===== config.mk =====
export PLATFORM = sky130hd
export DESIGN_NAME = usp_serial_port
export DESIGN_NICKNAME = d
export VERILOG_FILES = /design/src/usp_pkg.sv /design/src/usp_serial_port.sv
export SDC_FILE = /design/constraint.sdc
export NUM_CORES = 1
export LEC_CHECK = 0
export BUFFER_PORTS_ARGS = -buffer_cell sky130_fd_sc_hd__buf_2
export CORE_UTILIZATION = 45
export CTS_BUF_LIST = sky130_fd_sc_hd__clkbuf_2 sky130_fd_sc_hd__clkbuf_4 sky130_fd_sc_hd__clkbuf_8
export DETAILED_ROUTE_END_ITERATION = 12
export RECOVER_POWER = 25
export SLEW_MARGIN = 20
export SYNTH_ARGS = -nofsm -noshare
export SYNTH_HDL_FRONTEND = slang
export SYNTH_SLANG_ARGS = --single-unit
export TNS_END_PERCENT = 20

===== constraint.sdc =====
create_clock -name clk -period 6.8 [get_ports clk]
set_input_delay 1.36 -clock clk [delete_from_list [all_inputs] [get_ports clk]]
set_output_delay 1.36 -clock clk [all_outputs]
set_load 0.03 [all_outputs]

===== src/usp_pkg.sv =====
// Constants shared by the serial port block: register map, fields, resets, dividers
package usp_pkg;

   // Register indices on the plain register port (byte address = index)
   localparam logic [3:0] ADDR_CTRL1  = 4'h0;  // First port control and flags
   localparam logic [3:0] ADDR_MODE1  = 4'h1;  // serial_mode_control
   localparam logic [3:0] ADDR_BUF1   = 4'h2;  // serial_data_buffer
   localparam logic [3:0] ADDR_SLAVE_ADDRESS  = 4'h3;  // slave_address
   localparam logic [3:0] ADDR_SMASK  = 4'h4;  // slave_address_mask
   localparam logic [3:0] ADDR_CTRL2  = 4'h5;  // Second port control and flags
   localparam logic [3:0] ADDR_MODE2  = 4'h6;  // Second port mode
   localparam logic [3:0] ADDR_BUF2   = 4'h7;  // second_port_buffer

   // Control register fields, same for both ports
   localparam int CTL_RX_EN   = 4;
   localparam int CTL_TX_NINE = 3;
   localparam int CTL_RX_NINE = 2;
   localparam int CTL_TX_DONE = 1;
   localparam int CTL_RX_DONE = 0;
   localparam logic [7:0] CTL_RW_MASK = 8'h18;  // Writable plain bits

   // serial_mode_control fields
   localparam int MODE_BAUD_DOUBLE = 7;
   localparam int MODE_SHIFT_FAST  = 5;
   localparam int MODE_SEL_HIGH    = 2;
   localparam int MODE_SEL_LOW     = 1;
   localparam int MODE_MP_CHECK    = 0;
   localparam logic [7:0] MODE1_RW_MASK = 8'ha7;  // Reserved bits stay zero
   localparam logic [7:0] MODE2_RW_MASK = 8'h03;  // Nine-bit select and check bit
   localparam int MODE2_NINE = 1;

   // Reset values
   localparam logic [7:0] RESET_BYTE = 8'h00;

   // Mode field encodings
   typedef enum logic [1:0] {
      USP_MODE_SHIFT  = 2'h0,
      USP_MODE_UART8  = 2'h1,
      USP_MODE_UART9F = 2'h2,
      USP_MODE_UART9V = 2'h3
   } usp_mode_t;

   // Fixed-rate dividers, in system clocks per bit (fixed modes) or per shift tick
   localparam int FIXED_DIV_SLOW  = 64;   // Nine-bit fixed, baud_double clear
   localparam int FIXED_DIV_FAST  = 32;   // Nine-bit fixed, baud_double set
   localparam int SHIFT_DIV_SLOW  = 12;   // Shift mode, shift_clock_fast clear
   localparam int SHIFT_DIV_FAST  = 2;    // Shift mode, shift_clock_fast set
   localparam int OVERSAMPLE      = 16;
   localparam logic [3:0] LIM_FIX_SLOW = 4'(FIXED_DIV_SLOW / OVERSAMPLE - 1);
   localparam logic [3:0] LIM_FIX_FAST = 4'(FIXED_DIV_FAST / OVERSAMPLE - 1);
   localparam logic [3:0] LIM_SH_SLOW  = 4'(SHIFT_DIV_SLOW - 1);
   localparam logic [3:0] LIM_SH_FAST  = 4'(SHIFT_DIV_FAST - 1);

   // Bit timing inside one bit of sixteen states
   localparam logic [3:0] SAMPLE_A  = 4'h7;
   localparam logic [3:0] SAMPLE_B  = 4'h8;
   localparam logic [3:0] SAMPLE_C  = 4'h9;
   localparam logic [3:0] LAST_STATE = 4'hf;
   localparam logic [3:0] LAST_BIT10 = 4'h9;   // Stop bit index, ten-bit frame
   localparam logic [3:0] LAST_BIT11 = 4'ha;   // Stop bit index, eleven-bit frame

   // Receiver states
   typedef enum logic [1:0] {
      USP_RX_IDLE = 2'b01,
      USP_RX_BUSY = 2'b10
   } usp_rx_state_t;

endpackage


===== src/usp_serial_port.sv =====
// Serial port block: two asynchronous engines, rate logic and register port
//
// Contract
// - Fixed nine-bit mode runs clk/64, or clk/32
// - Shift mode clock clk/12, or clk/2
// - Mode field selects shift, UART8, UART9F, UART9V
// - Variable modes: bit rate is timer tick/16
// - Eight-bit, check set: need stop one
// - Nine-bit, check set: need ninth bit one
// - Reserved mode bits read zero, ignore writes
// - Address compare under mask; broadcast is OR
// - Second port: two modes, no errors, no match
// - Ten-bit frame: start, eight LSB-first, stop
// - Transmit starts at next divide-by-16 rollover
// - Transmit-done rises as stop bit starts
// - Receive only when enabled; falling edge starts
// - Sixteen samples per bit; edge resets counter
// - Vote bit from states seven, eight, nine
// - Start bit voted one: drop, rewait edge
// - Ten-bit load needs done clear, check rule
// - Eleven-bit frame adds programmable ninth bit
// - Buffer write copies ninth bit into shifter
// - Nine-bit: store ninth and data, stop gates done
// - Done flags: hardware sets, software clears zero
`timescale 1ns/1ps

// One asynchronous engine: transmitter and receiver on a 16x tick
module usp_engine
   import usp_pkg::*;
(
   input  wire logic       clk,        // System clock
   input  wire logic       rst,        // Asynchronous reset
   input  wire logic       tick16,     // 16x bit-rate tick
   input  wire logic       active,     // Engine in an asynchronous mode
   input  wire logic       nineBit,    // Eleven-bit frames
   input  wire logic       checkBit,   // multiproc_check
   input  wire logic       useAddr,    // Hardware address recognition
   input  wire logic       rxEnable,   // Receive enable
   input  wire logic       rxdSync,    // Synchronised serial input
   input  wire logic       riFlag,     // Current receive_done_flag
   input  wire logic [7:0] addrVal,    // slave_address
   input  wire logic [7:0] addrMask,   // slave_address_mask
   input  wire logic       txLoad,     // Buffer write pulse
   input  wire logic [7:0] txData,     // Byte to send
   input  wire logic       txNinth,    // transmit_ninth_bit
   output logic            txd,        // Serial output
   output logic            txDoneSet,  // Stop bit starting, pulse
   output logic            rxLoad,     // Frame stored, pulse
   output logic            rxDoneSet,  // Receive-done set, pulse
   output logic [7:0]      rxData,     // Received byte
   output logic            rxNinth     // Ninth or stop bit of accepted frame
);
   import usp_pkg::*;

   // Two out of three vote
   function automatic logic vote3(input logic a, input logic b, input logic c);
      vote3 = (a & b) | (a & c) | (b & c);
   endfunction

   logic          txBusy_reg;
   logic [3:0]    txDiv_reg;
   logic [3:0]    txIdx_reg;
   logic [10:0]   txShift_reg;
   usp_rx_state_t rxState_reg;
   logic [3:0]    rxCnt_reg;
   logic [3:0]    rxIdx_reg;
   logic [1:0]    rxSamp_reg;
   logic [7:0]    rxShift_reg;
   logic          rxNine_reg;
   logic          rxPrev_reg;

   // Transmit bit timing locked to the free divide-by-16 counter
   wire        txRoll    = tick16 && (txDiv_reg == LAST_STATE);
   wire [3:0]  lastBit   = nineBit ? LAST_BIT11 : LAST_BIT10;
   wire        txStart   = txLoad && active && !txBusy_reg;
   wire        ninthOut  = nineBit ? txNinth : 1'b1;
   wire [10:0] txFrame   = {1'b1, ninthOut, txData, 1'b0};
   wire        txEnd     = txIdx_reg == lastBit + 4'h1;

   // Divider free-runs so a write never shortens the first bit
   always_ff @(posedge clk or posedge rst) begin
      if (rst) begin
         txDiv_reg <= 4'h0;
      end else if (tick16) begin
         txDiv_reg <= txDiv_reg + 4'h1;
      end
   end

   // Transmit shifter; a write while busy is dropped
   always_ff @(posedge clk or posedge rst) begin
      if (rst) begin
         txBusy_reg  <= 1'b0;
         txIdx_reg   <= 4'h0;
         txShift_reg <= 11'h7ff;
         txd         <= 1'b1;
         txDoneSet   <= 1'b0;
      end else begin
         txDoneSet <= 1'b0;
         if (txStart) begin
            txBusy_reg  <= 1'b1;
            txIdx_reg   <= 4'h0;
            txShift_reg <= txFrame;
         end else if (txBusy_reg && txRoll) begin
            if (txEnd) begin
               txBusy_reg <= 1'b0;
            end else begin
               txd         <= txShift_reg[0];
               txShift_reg <= {1'b1, txShift_reg[10:1]};
               txIdx_reg   <= txIdx_reg + 4'h1;
               txDoneSet   <= (txIdx_reg == lastBit);
            end
         end
      end
   end

   // Receive qualification and address recognition
   wire       falling   = rxPrev_reg && !rxdSync;
   wire       sampleNow = tick16 && (rxCnt_reg == SAMPLE_C);
   wire       bitVal    = vote3(rxSamp_reg[0], rxSamp_reg[1], rxdSync);
   wire [7:0] bcast     = addrVal | addrMask;
   wire       addrHit   = ((rxShift_reg ^ addrVal) & addrMask) == 8'h00;
   wire       bcastHit  = (rxShift_reg & bcast) == bcast;
   wire       addrOk    = !useAddr || addrHit || bcastHit;
   wire       accept9   = !riFlag && (!checkBit || (rxNine_reg && addrOk
                          && bitVal));
   // Nine-bit frames with check clear store even with a bad stop bit, but flag nothing
   wire       doneOk    = !nineBit || bitVal;
   wire       accept8   = !riFlag && (!checkBit || bitVal);
   wire       accept    = nineBit ? accept9 : accept8;

   always_ff @(posedge clk or posedge rst) begin
      if (rst) begin
         rxPrev_reg <= 1'b1;
      end else begin
         rxPrev_reg <= rxdSync;
      end
   end

   // Receiver: edge align, three samples, shift, qualify at stop bit
   always_ff @(posedge clk or posedge rst) begin
      if (rst) begin
         rxState_reg <= USP_RX_IDLE;
         rxCnt_reg   <= 4'h0;
         rxIdx_reg   <= 4'h0;
         rxSamp_reg  <= 2'h0;
         rxShift_reg <= RESET_BYTE;
         rxNine_reg  <= 1'b0;
         rxLoad      <= 1'b0;
         rxDoneSet   <= 1'b0;
         rxData      <= RESET_BYTE;
         rxNinth     <= 1'b0;
      end else begin
         rxLoad    <= 1'b0;
         rxDoneSet <= 1'b0;
         case (rxState_reg)
            USP_RX_IDLE: begin
               if (rxEnable && active && falling) begin
                  rxState_reg <= USP_RX_BUSY;
                  rxCnt_reg   <= 4'h0;
                  rxIdx_reg   <= 4'h0;
               end
            end
            USP_RX_BUSY: begin
               if (!rxEnable || !active) begin
                  rxState_reg <= USP_RX_IDLE;
               end else if (tick16) begin
                  rxCnt_reg <= rxCnt_reg + 4'h1;
                  if (rxCnt_reg == SAMPLE_A) begin
                     rxSamp_reg[0] <= rxdSync;
                  end
                  if (rxCnt_reg == SAMPLE_B) begin
                     rxSamp_reg[1] <= rxdSync;
                  end
                  if (sampleNow) begin
                     rxIdx_reg <= rxIdx_reg + 4'h1;
                     if (rxIdx_reg == 4'h0 && bitVal) begin
                        rxState_reg <= USP_RX_IDLE;
                     end else if (rxIdx_reg == lastBit) begin
                        rxState_reg <= USP_RX_IDLE;
                        if (accept) begin
                           rxLoad  <= 1'b1;
                           rxDoneSet <= doneOk;
                           rxData  <= rxShift_reg;
                           rxNinth <= nineBit ? rxNine_reg : bitVal;
                        end
                     end else if (rxIdx_reg == LAST_BIT10) begin
                        rxNine_reg <= bitVal;
                     end else if (rxIdx_reg != 4'h0) begin
                        rxShift_reg <= {bitVal, rxShift_reg[7:1]};
                     end
                  end
               end
            end
            default: begin
               rxState_reg <= USP_RX_IDLE;
            end
         endcase
      end
   end

endmodule // usp_engine

// Top: registers, rate generation, two engines
module usp_serial_port
   import usp_pkg::*;
(
   input  wire logic       clk,           // System clock, 100 MHz
   input  wire logic       rst,           // Asynchronous reset, active high
   input  wire logic [3:0] regAddr,       // Register index
   input  wire logic [7:0] regWrData,     // Write data
   input  wire logic       regWr,         // Write strobe
   input  wire logic       regRd,         // Read strobe
   output logic [7:0]      regRdData,     // Read data, cycle after strobe
   input  wire logic       baudTick,      // baud_timer overflow, first port
   input  wire logic       baudTick2,     // Rate timer overflow, second port
   input  wire logic       rxd1,          // First port serial input pin
   output logic            txd1,          // First port serial output
   input  wire logic       rxd2,          // Second port serial input pin
   output logic            txd2,          // Second port serial output
   output logic            shiftClkTick   // Shift-mode rate pulse
);
   import usp_pkg::*;

   logic [7:0] ctrl1_reg;
   logic [7:0] mode1_reg;
   logic [7:0] rxBuf1_reg;
   logic [7:0] slave_address_reg;
   logic [7:0] smask_reg;
   logic [7:0] ctrl2_reg;
   logic [7:0] mode2_reg;
   logic [7:0] rxBuf2_reg;
   logic [3:0] rateCnt_reg;
   logic [1:0] rxd1Sync_reg;
   logic [1:0] rxd2Sync_reg;
   logic       fixTick_reg;

   logic       txDone1;
   logic       rxLoad1;
   logic       rxDone1;
   logic [7:0] rxData1;
   logic       rxNinth1;
   logic       txDone2;
   logic       rxLoad2;
   logic       rxDone2;
   logic [7:0] rxData2;
   logic       rxNinth2;

   // Register write decode
   wire wrCtrl1 = regWr && (regAddr == ADDR_CTRL1);
   wire wrMode1 = regWr && (regAddr == ADDR_MODE1);
   wire wrBuf1  = regWr && (regAddr == ADDR_BUF1);
   wire wrSaddr = regWr && (regAddr == ADDR_SLAVE_ADDRESS);
   wire wrSmask = regWr && (regAddr == ADDR_SMASK);
   wire wrCtrl2 = regWr && (regAddr == ADDR_CTRL2);
   wire wrMode2 = regWr && (regAddr == ADDR_MODE2);
   wire wrBuf2  = regWr && (regAddr == ADDR_BUF2);

   // Mode decode for the first port
   usp_mode_t mode1;
   assign mode1 = usp_mode_t'({mode1_reg[MODE_SEL_HIGH], mode1_reg[MODE_SEL_LOW]});
   wire async1   = mode1 != USP_MODE_SHIFT;
   wire nine1    = (mode1 == USP_MODE_UART9F) || (mode1 == USP_MODE_UART9V);
   wire fixed1   = mode1 == USP_MODE_UART9F;
   wire [3:0] rateLim = fixed1
      ? (mode1_reg[MODE_BAUD_DOUBLE] ? LIM_FIX_FAST : LIM_FIX_SLOW)
      : (mode1_reg[MODE_SHIFT_FAST]  ? LIM_SH_FAST  : LIM_SH_SLOW);
   wire rateHit  = rateCnt_reg >= rateLim;
   wire tick1    = fixed1 ? fixTick_reg : baudTick;

   // Shared rate divider for fixed and shift modes
   always_ff @(posedge clk or posedge rst) begin
      if (rst) begin
         rateCnt_reg  <= 4'h0;
         fixTick_reg  <= 1'b0;
         shiftClkTick <= 1'b0;
      end else begin
         rateCnt_reg  <= rateHit ? 4'h0 : rateCnt_reg + 4'h1;
         fixTick_reg  <= rateHit && fixed1;
         shiftClkTick <= rateHit && (mode1 == USP_MODE_SHIFT);
      end
   end

   // Pin synchronisers; only the second stage is used
   always_ff @(posedge clk or posedge rst) begin
      if (rst) begin
         rxd1Sync_reg <= 2'b11;
         rxd2Sync_reg <= 2'b11;
      end else begin
         rxd1Sync_reg <= {rxd1Sync_reg[0], rxd1};
         rxd2Sync_reg <= {rxd2Sync_reg[0], rxd2};
      end
   end

   // Flag update: hardware set wins over a software clear of zero
   function automatic logic [7:0] ctrlNext(input logic [7:0] cur, input logic wr,
                                           input logic [7:0] wd, input logic tiSet,
                                           input logic riSet, input logic ld,
                                           input logic ninth);
      logic [7:0] n;
      n = cur;
      if (wr) begin
         n = (cur & ~CTL_RW_MASK) | (wd & CTL_RW_MASK);
         n[CTL_TX_DONE] = cur[CTL_TX_DONE] & wd[CTL_TX_DONE];
         n[CTL_RX_DONE] = cur[CTL_RX_DONE] & wd[CTL_RX_DONE];
      end
      if (ld) begin
         n[CTL_RX_NINE] = ninth;
      end
      n[CTL_TX_DONE] = n[CTL_TX_DONE] | tiSet;
      n[CTL_RX_DONE] = n[CTL_RX_DONE] | riSet;
      ctrlNext = n;
   endfunction

   wire [7:0] ctrl1_next = ctrlNext(ctrl1_reg, wrCtrl1, regWrData, txDone1,
                                    rxDone1, rxLoad1, rxNinth1);
   wire [7:0] ctrl2_next = ctrlNext(ctrl2_reg, wrCtrl2, regWrData, txDone2,
                                    rxDone2, rxLoad2, rxNinth2);

   // Register storage; reserved bits never take write data
   always_ff @(posedge clk or posedge rst) begin
      if (rst) begin
         ctrl1_reg  <= RESET_BYTE;
         mode1_reg  <= RESET_BYTE;
         rxBuf1_reg <= RESET_BYTE;
         slave_address_reg  <= RESET_BYTE;
         smask_reg  <= RESET_BYTE;
         ctrl2_reg  <= RESET_BYTE;
         mode2_reg  <= RESET_BYTE;
         rxBuf2_reg <= RESET_BYTE;
      end else begin
         ctrl1_reg <= ctrl1_next;
         ctrl2_reg <= ctrl2_next;
         if (wrMode1) begin
            mode1_reg <= regWrData & MODE1_RW_MASK;
         end
         if (wrMode2) begin
            mode2_reg <= regWrData & MODE2_RW_MASK;
         end
         if (wrSaddr) begin
            slave_address_reg <= regWrData;
         end
         if (wrSmask) begin
            smask_reg <= regWrData;
         end
         if (rxLoad1) begin
            rxBuf1_reg <= rxData1;
         end
         if (rxLoad2) begin
            rxBuf2_reg <= rxData2;
         end
      end
   end

   // Read mux; unmapped indices read zero
   logic [7:0] rdMux;
   always_comb begin
      case (regAddr)
         ADDR_CTRL1: rdMux = ctrl1_reg;
         ADDR_MODE1: rdMux = mode1_reg;
         ADDR_BUF1:  rdMux = rxBuf1_reg;
         ADDR_SLAVE_ADDRESS: rdMux = slave_address_reg;
         ADDR_SMASK: rdMux = smask_reg;
         ADDR_CTRL2: rdMux = ctrl2_reg;
         ADDR_MODE2: rdMux = mode2_reg;
         ADDR_BUF2:  rdMux = rxBuf2_reg;
         default:    rdMux = 8'h00;
      endcase
   end

   // Read data stands only in the cycle after the strobe
   always_ff @(posedge clk or posedge rst) begin
      if (rst) begin
         regRdData <= 8'h00;
      end else begin
         regRdData <= regRd ? rdMux : 8'h00;
      end
   end

   // First port engine: address recognition in nine-bit modes
   usp_engine u_port1 (
      .clk       (clk),
      .rst       (rst),
      .tick16    (tick1),
      .active    (async1),
      .nineBit   (nine1),
      .checkBit  (mode1_reg[MODE_MP_CHECK]),
      .useAddr   (1'b1),
      .rxEnable  (ctrl1_reg[CTL_RX_EN]),
      .rxdSync   (rxd1Sync_reg[1]),
      .riFlag    (ctrl1_reg[CTL_RX_DONE]),
      .addrVal   (slave_address_reg),
      .addrMask  (smask_reg),
      .txLoad    (wrBuf1),
      .txData    (regWrData),
      .txNinth   (ctrl1_reg[CTL_TX_NINE]),
      .txd       (txd1),
      .txDoneSet (txDone1),
      .rxLoad    (rxLoad1),
      .rxDoneSet (rxDone1),
      .rxData    (rxData1),
      .rxNinth   (rxNinth1)
   );

   // Second port engine: two modes, no hardware address match
   usp_engine u_port2 (
      .clk       (clk),
      .rst       (rst),
      .tick16    (baudTick2),
      .active    (1'b1),
      .nineBit   (mode2_reg[MODE2_NINE]),
      .checkBit  (mode2_reg[MODE_MP_CHECK]),
      .useAddr   (1'b0),
      .rxEnable  (ctrl2_reg[CTL_RX_EN]),
      .rxdSync   (rxd2Sync_reg[1]),
      .riFlag    (ctrl2_reg[CTL_RX_DONE]),
      .addrVal   (8'h00),
      .addrMask  (8'h00),
      .txLoad    (wrBuf2),
      .txData    (regWrData),
      .txNinth   (ctrl2_reg[CTL_TX_NINE]),
      .txd       (txd2),
      .txDoneSet (txDone2),
      .rxLoad    (rxLoad2),
      .rxDoneSet (rxDone2),
      .rxData    (rxData2),
      .rxNinth   (rxNinth2)
   );

endmodule // usp_serial_port


# Yosys cells after proc, flatten, opt, wreduce, memory -nomap -nowiden
# Index checks and enable logic that the tools add are counted.
# totals
reg_bits,183
latch_bits,0
mem_bits_rw,0
rom_bits,0
word_cells,340
mem_count,0
# op_classes
addsub,11
mul,0
div_mod_pow,0
n_lt_le_gt_ge,1
n_eq_ne,46
shifts,0
mux,101
n_bitwise,35
reduce_logical,92
# op_table
cell,n
$mux W4,21
$mux W11,6
$pmux W8 S8,1
$mux W1,49
$add A4 B1 Y4 const B,11
$logic_and A1 B1 Y1,33
$eq A4 B4 Y1 const B,8
$pmux W4 S2,4
$reduce_and A4 Y1,8
$mux W2,15
$reduce_and A7 Y1,4
$eq A4 B3 Y1 const B,6
$eq A4 B4 Y1,6
$reduce_bool A2 Y1,9
$and A8 B8 Y8,2
$or A8 B5 Y8,2
$reduce_and A8 Y1,2
$ne A2 B1 Y1 const B,7
$logic_not A1 Y1,12
$logic_not A4 Y1,3
$not A1 Y1,11
$and A1 B1 Y1,10
$reduce_and A5 Y1,2
$logic_or A1 B1 Y1,9
23 further kinds,45

# Logic depth before layout (Yosys ltp)
# depth
word_depth,16
mapped_depth,8
ltp_nobuf,7

# Cells and area by module
# From an unflattened synthesis, not the netlist that was laid out.
# hier_totals
cells_unflattened,714
hier_area_um2,8440.6
# by_module_without_submodules
module,n_inst,cells_each,area_per_inst_um2,seq_area_each_um2
usp_serial_port,1,232,2964.1,1681.6
usp_engine (u_port2),1,242,2741.4,1367.6
usp_engine (u_port1),1,240,2735.1,1367.6

# Worst setup path after synthesis
# No wires, ideal clock.
# synth_timing
path_type,in2reg
startpoint,input baudTick2
endpoint,register u_port2.rxData[0]
setup_time_ns,0.125
t_arrival_ns,2.982
path_slack_ns,3.694
path_stages,6
path_cell_list,buf_4 nand4b_2 or4_1 a2111o_1 buf_2 mux2_2
# synth_between
elab_chain_len,2
# synth_lines
item,line_no,text
start: declaration,usp_serial_port.sv:215,"input wire logic baudTick2,"
$logic_and A1 B1 Y1,usp_serial_port.sv:118,wire sampleNow = tick16 && (rxCnt_reg == SAMPLE_C);
$reduce_and A7 Y1 (no source line) (*),n/a,
end signal: assignment,usp_serial_port.sv:183,rxData <= rxShift_reg;
end: declaration,usp_serial_port.sv:50,"output logic [7:0] rxData,"
# Mark *: on every way between the ends. The rest lies on a longest branch, timed or not.
# A chain may end at the register's enable or synchronous reset.

# Worst setup path after layout
# layout_timing
startpoint,input baudTick2
endpoint,register u_port2.rxData[2]
# The elaborated chain is that of the path after synthesis.

==> run_results.csv <==
group,metric,value,unit
status,status,"complete, no violations",
global_route,grt_pass1_wl,28500,um
synthesis,synthCells,676,
timing,period_needed,3.04,ns
routing,drt_iter0_drc,381,
worst_setup_path,crit_buf_inv,1,
synthesis,synth_top_family_by_area,"multiplexers",
power,p_sw_share,29.4,%
floorplanning,rows,48,
global_route,overflow,0,
final_layout,area_growth,10.1,%
routing,firstDrtPassIters,7,
placed_design,placed_area,8450,um^2
placed_design,dp.final_hpwl,11900,um
worst_setup_path,cp.arrival,3.38,ns
routing,wl_per_cell,18.4,um
floorplanning,fp.dieH,136,um
clock_tree,clkTransAtPathRegs,0.09,ns
worst_setup_path,cp_slowest_cell,"a2111o_1",
synthesis,synth_simple_gate_area_share,12.7,%
synthesis,synth_flop_cell,"dfrtp_1",
worst_setup_path,path_cells,"clkbuf_1 -> nand4b_1 -> or4_1 -> a2111o_1 -> mux2_2",
floorplanning,io_pins,31,
power,powerDensity,298,nW/um^2
power,power.static_leakage,0.00409,uW
clock_tree,cts_hold_buf,0,
synthesis,synth_edf_count,0,
global_route,antenna_found_initial,1,
timing,period_share,44.7,%
floorplanning,core_area,17400,um^2
timing,setup_tns,0,ns
power,irDropWorstVdd,0.200,mV
global_route,grt_max_degree,102,
power,clkPwrFrac,30.1,%
hold_path,min_from,"rxd2Sync_reg[0]",
final_layout,fillers,1516,
worst_setup_path,worstSetupStartpoint,"baudTick2",
synthesis,ys_ff_latch,175,
clock_tree,cts_tree,"built",
timing,hold_violations,0,
final_layout,layout-drive-gt1-share,28.0,%
worst_setup_path,crit_path_end_kind,"flip-flop",
timing,slew_headroom,38.4,%
worst_setup_path,cp-start-kind,"primary input",
synthesis,synth_area,8070,um^2
clock_tree,postCtsSetupBuffers,0,
global_route,grt.total_usage,20.5,%
routing,routed_wl,17500,um
synthesis,synth_top_area_share,45.0,%
worst_setup_path,worstPathRequired,7.14,ns
global_route,grt_pass1_vias,5319,
timing,tightest_slew,0.920,ns
synthesis,ys_types,68,
worst_setup_path,worstSetupPathType,"primary input to flip-flop",
synthesis,yosysSeqAreaShare,54.8,%
synthesis,yosys_warnings,0,
synthesis,synth_top_area_cell,"dfrtp_1",
power,sequentialPowerShare,53.3,%
power,switching_power,779,uW
clock_tree,post_cts_resized,0,
timing,fmax,329,MHz
timing,rsz0062_at_grt,"false",
placed_design,port_buffers,30,
routing,drc_errors,0,
floorplanning,die_w,136,um
clock_tree,htreeDepth,4,
final_layout,final_nets,748,
worst_setup_path,critPathTopFamily,"simple AND/OR/NAND/NOR gates",
final_layout,n_antenna_cell,0,
synthesis,synth_nets,715,
placed_design,routabilityCongestion,0.827,
timing,fin_skew,0.0122,ns
worst_setup_path,cpPeakStageDelay,0.59,ns
synthesis,synthMuxAreaShare,13.9,%
synthesis,synthTopCellsByArea,"dfrtp_1, mux2_2, dfstp_2, ha_1, nand2_1",
clock_tree,clock_path_buffers,2,
routing,via_count,5376,
worst_setup_path,critical_path.max_fanout,11,
timing,slew_viol_final,0,
routing,ant_nets,0,
synthesis,synth_compound_area_share,9.76,%
clock_tree,root_buffer,"clkbuf_8",
synthesis,syn_area_per_cell,11.9,um^2
floorplanning,initial_core_util,46.3,%
routing,routed_via_density,5.68,
clock_tree,cts_sinks,175,
timing,finalSetupViolCount,0,
floorplanning,dieArea,18500,um^2
clock_tree,clkLatencyLatePin,0.46,ns
worst_setup_path,r2r_start,"mode1_reg[2]",
clock_tree,numCtsBuffers,17,
run,max_cap_viol_count,0,
synthesis,synth-async-reset-ratio,100,%
power,intPower,1870,uW
power,combPwrFrac,16.6,%
hold_path,holdCritPathClass,"flip-flop to flip-flop",
final_layout,fin_area,8880,um^2
synthesis,synth_fa_ha_area_share,3.20,%
synthesis,synth-xor-area-share,3.58,%
==> final cells by class <==
type	count	area [um^2]	share of cell area, %
Tap cell	225	282	3.17
Clock buffer	19	255	2.87
Clock inverter	13	180	2.03
Multi-Input combinational cell	460	3480	39.2
Timing Repair Buffer	35	185	2.09
Inverter	20	80.1	0.902
Sequential cell	175	4420	49.7
==> logic make-up (layout without fill, tap and decap cells) <==
group,after synthesis,after routing
XOR/XNOR,33,33
multiplexers,100,100
AO/OA/AOI/OAI,111,111
adder cells (fa/ha/maj),21,21
buffers and inverters,41,87
flip-flops,175,175
AND/OR/NAND/NOR,195,195
==> cell usage in the layout (no fill, tap or decap), drive strengths merged, types with 6 or more instances in the layout <==
cell    count
dfrtp     145
mux2       96
nand2      55
nor2       45
buf        33
dfstp      30
inv        26
o21ai      24
clkbuf     21
ha         19
xnor2      18
nor3       17
a22oi      16
nand3      15
xor2       15
a21oi      12
a21o       10
a22o        9
nand2b      6
nor2b       6
nand4       6
a211oi      6
==> metrics by stage <==
| step | total power [uW] | hold WS [ns] | worst slack, ns | cells | utilization, % |
|---|---|---|---|---|---|
| after global routing | 2790 | 0.375 | 3.64 | 947 | 51.0 |
| final | 2650 | 0.366 | 3.76 | 947 | 51.0 |
| after CTS | 2670 | 0.361 | 3.98 | 947 | 51.0 |
| after detailed placement | 1870 | 0.347 | 3.48 | 915 | 48.5 |
| after global placement | 1840 | 0.345 | 3.56 | 915 | 48.5 |
| after floorplan | 1730 | 0.345 | 0.744 | 676 | - |
==> power groups by stage <==
stage          clock network [uW]  registers [uW]  logic, uW
6_report                      797            1410        439
2_1_floorplan                   0            1380        350
4_1_cts                       818            1410        443
3_5_place_dp                    0            1430        441
5_1_grt                       859            1430        498
3_3_place_gp                    0            1420        422
==> final timing paths <==
kind | slack, ns | to | cells past startpoint
setup reg to reg | 4.00 | u_port1.txIdx_reg[0] | 5
setup / recovery | 3.76 | u_port2.rxData[2] | 5
hold / removal | 0.37 | rxd2Sync_reg[1] | 0
min in group asynchronous | 1.09 | u_port1.rxCnt_reg[0] | 2
hold reg to reg | 0.37 | rxd2Sync_reg[1] | 0
max in group asynchronous | 4.27 | rxBuf1_reg[2] | 3
==> metal layers <==
metal | vias to the layer above | share of wire (%) | global-route usage [%]
met5 | - | 0.057 | 0
met4 | 2 | 0.89 | 5.99
met3 | 11 | 4.6 | 4.81
met2 | 128 | 46 | 32.1
met1 | 2739 | 48 | 28.2
li1 | 2496 | - | -
==> cell usage after synthesis (all sizes together) (4+ instances only) <==
master / count
nor4: 4
nand3: 15
inv: 20
nor2: 45
a21o: 10
nand2b: 6
a21oi: 12
nor3: 17
nand2: 55
a22oi: 16
and2: 4
nand4b: 4
and3: 5
buf: 5
nand4: 6
nor3b: 5
o21ai: 24
mux2: 96
a22o: 9
dfrtp: 145
clkbuf: 16
ha: 19
xnor2: 18
a211oi: 6
o22ai: 4
nor2b: 6
mux2i: 4
xor2: 15
dfstp: 30
nand3b: 5
(Power assumes the default switching activity.)
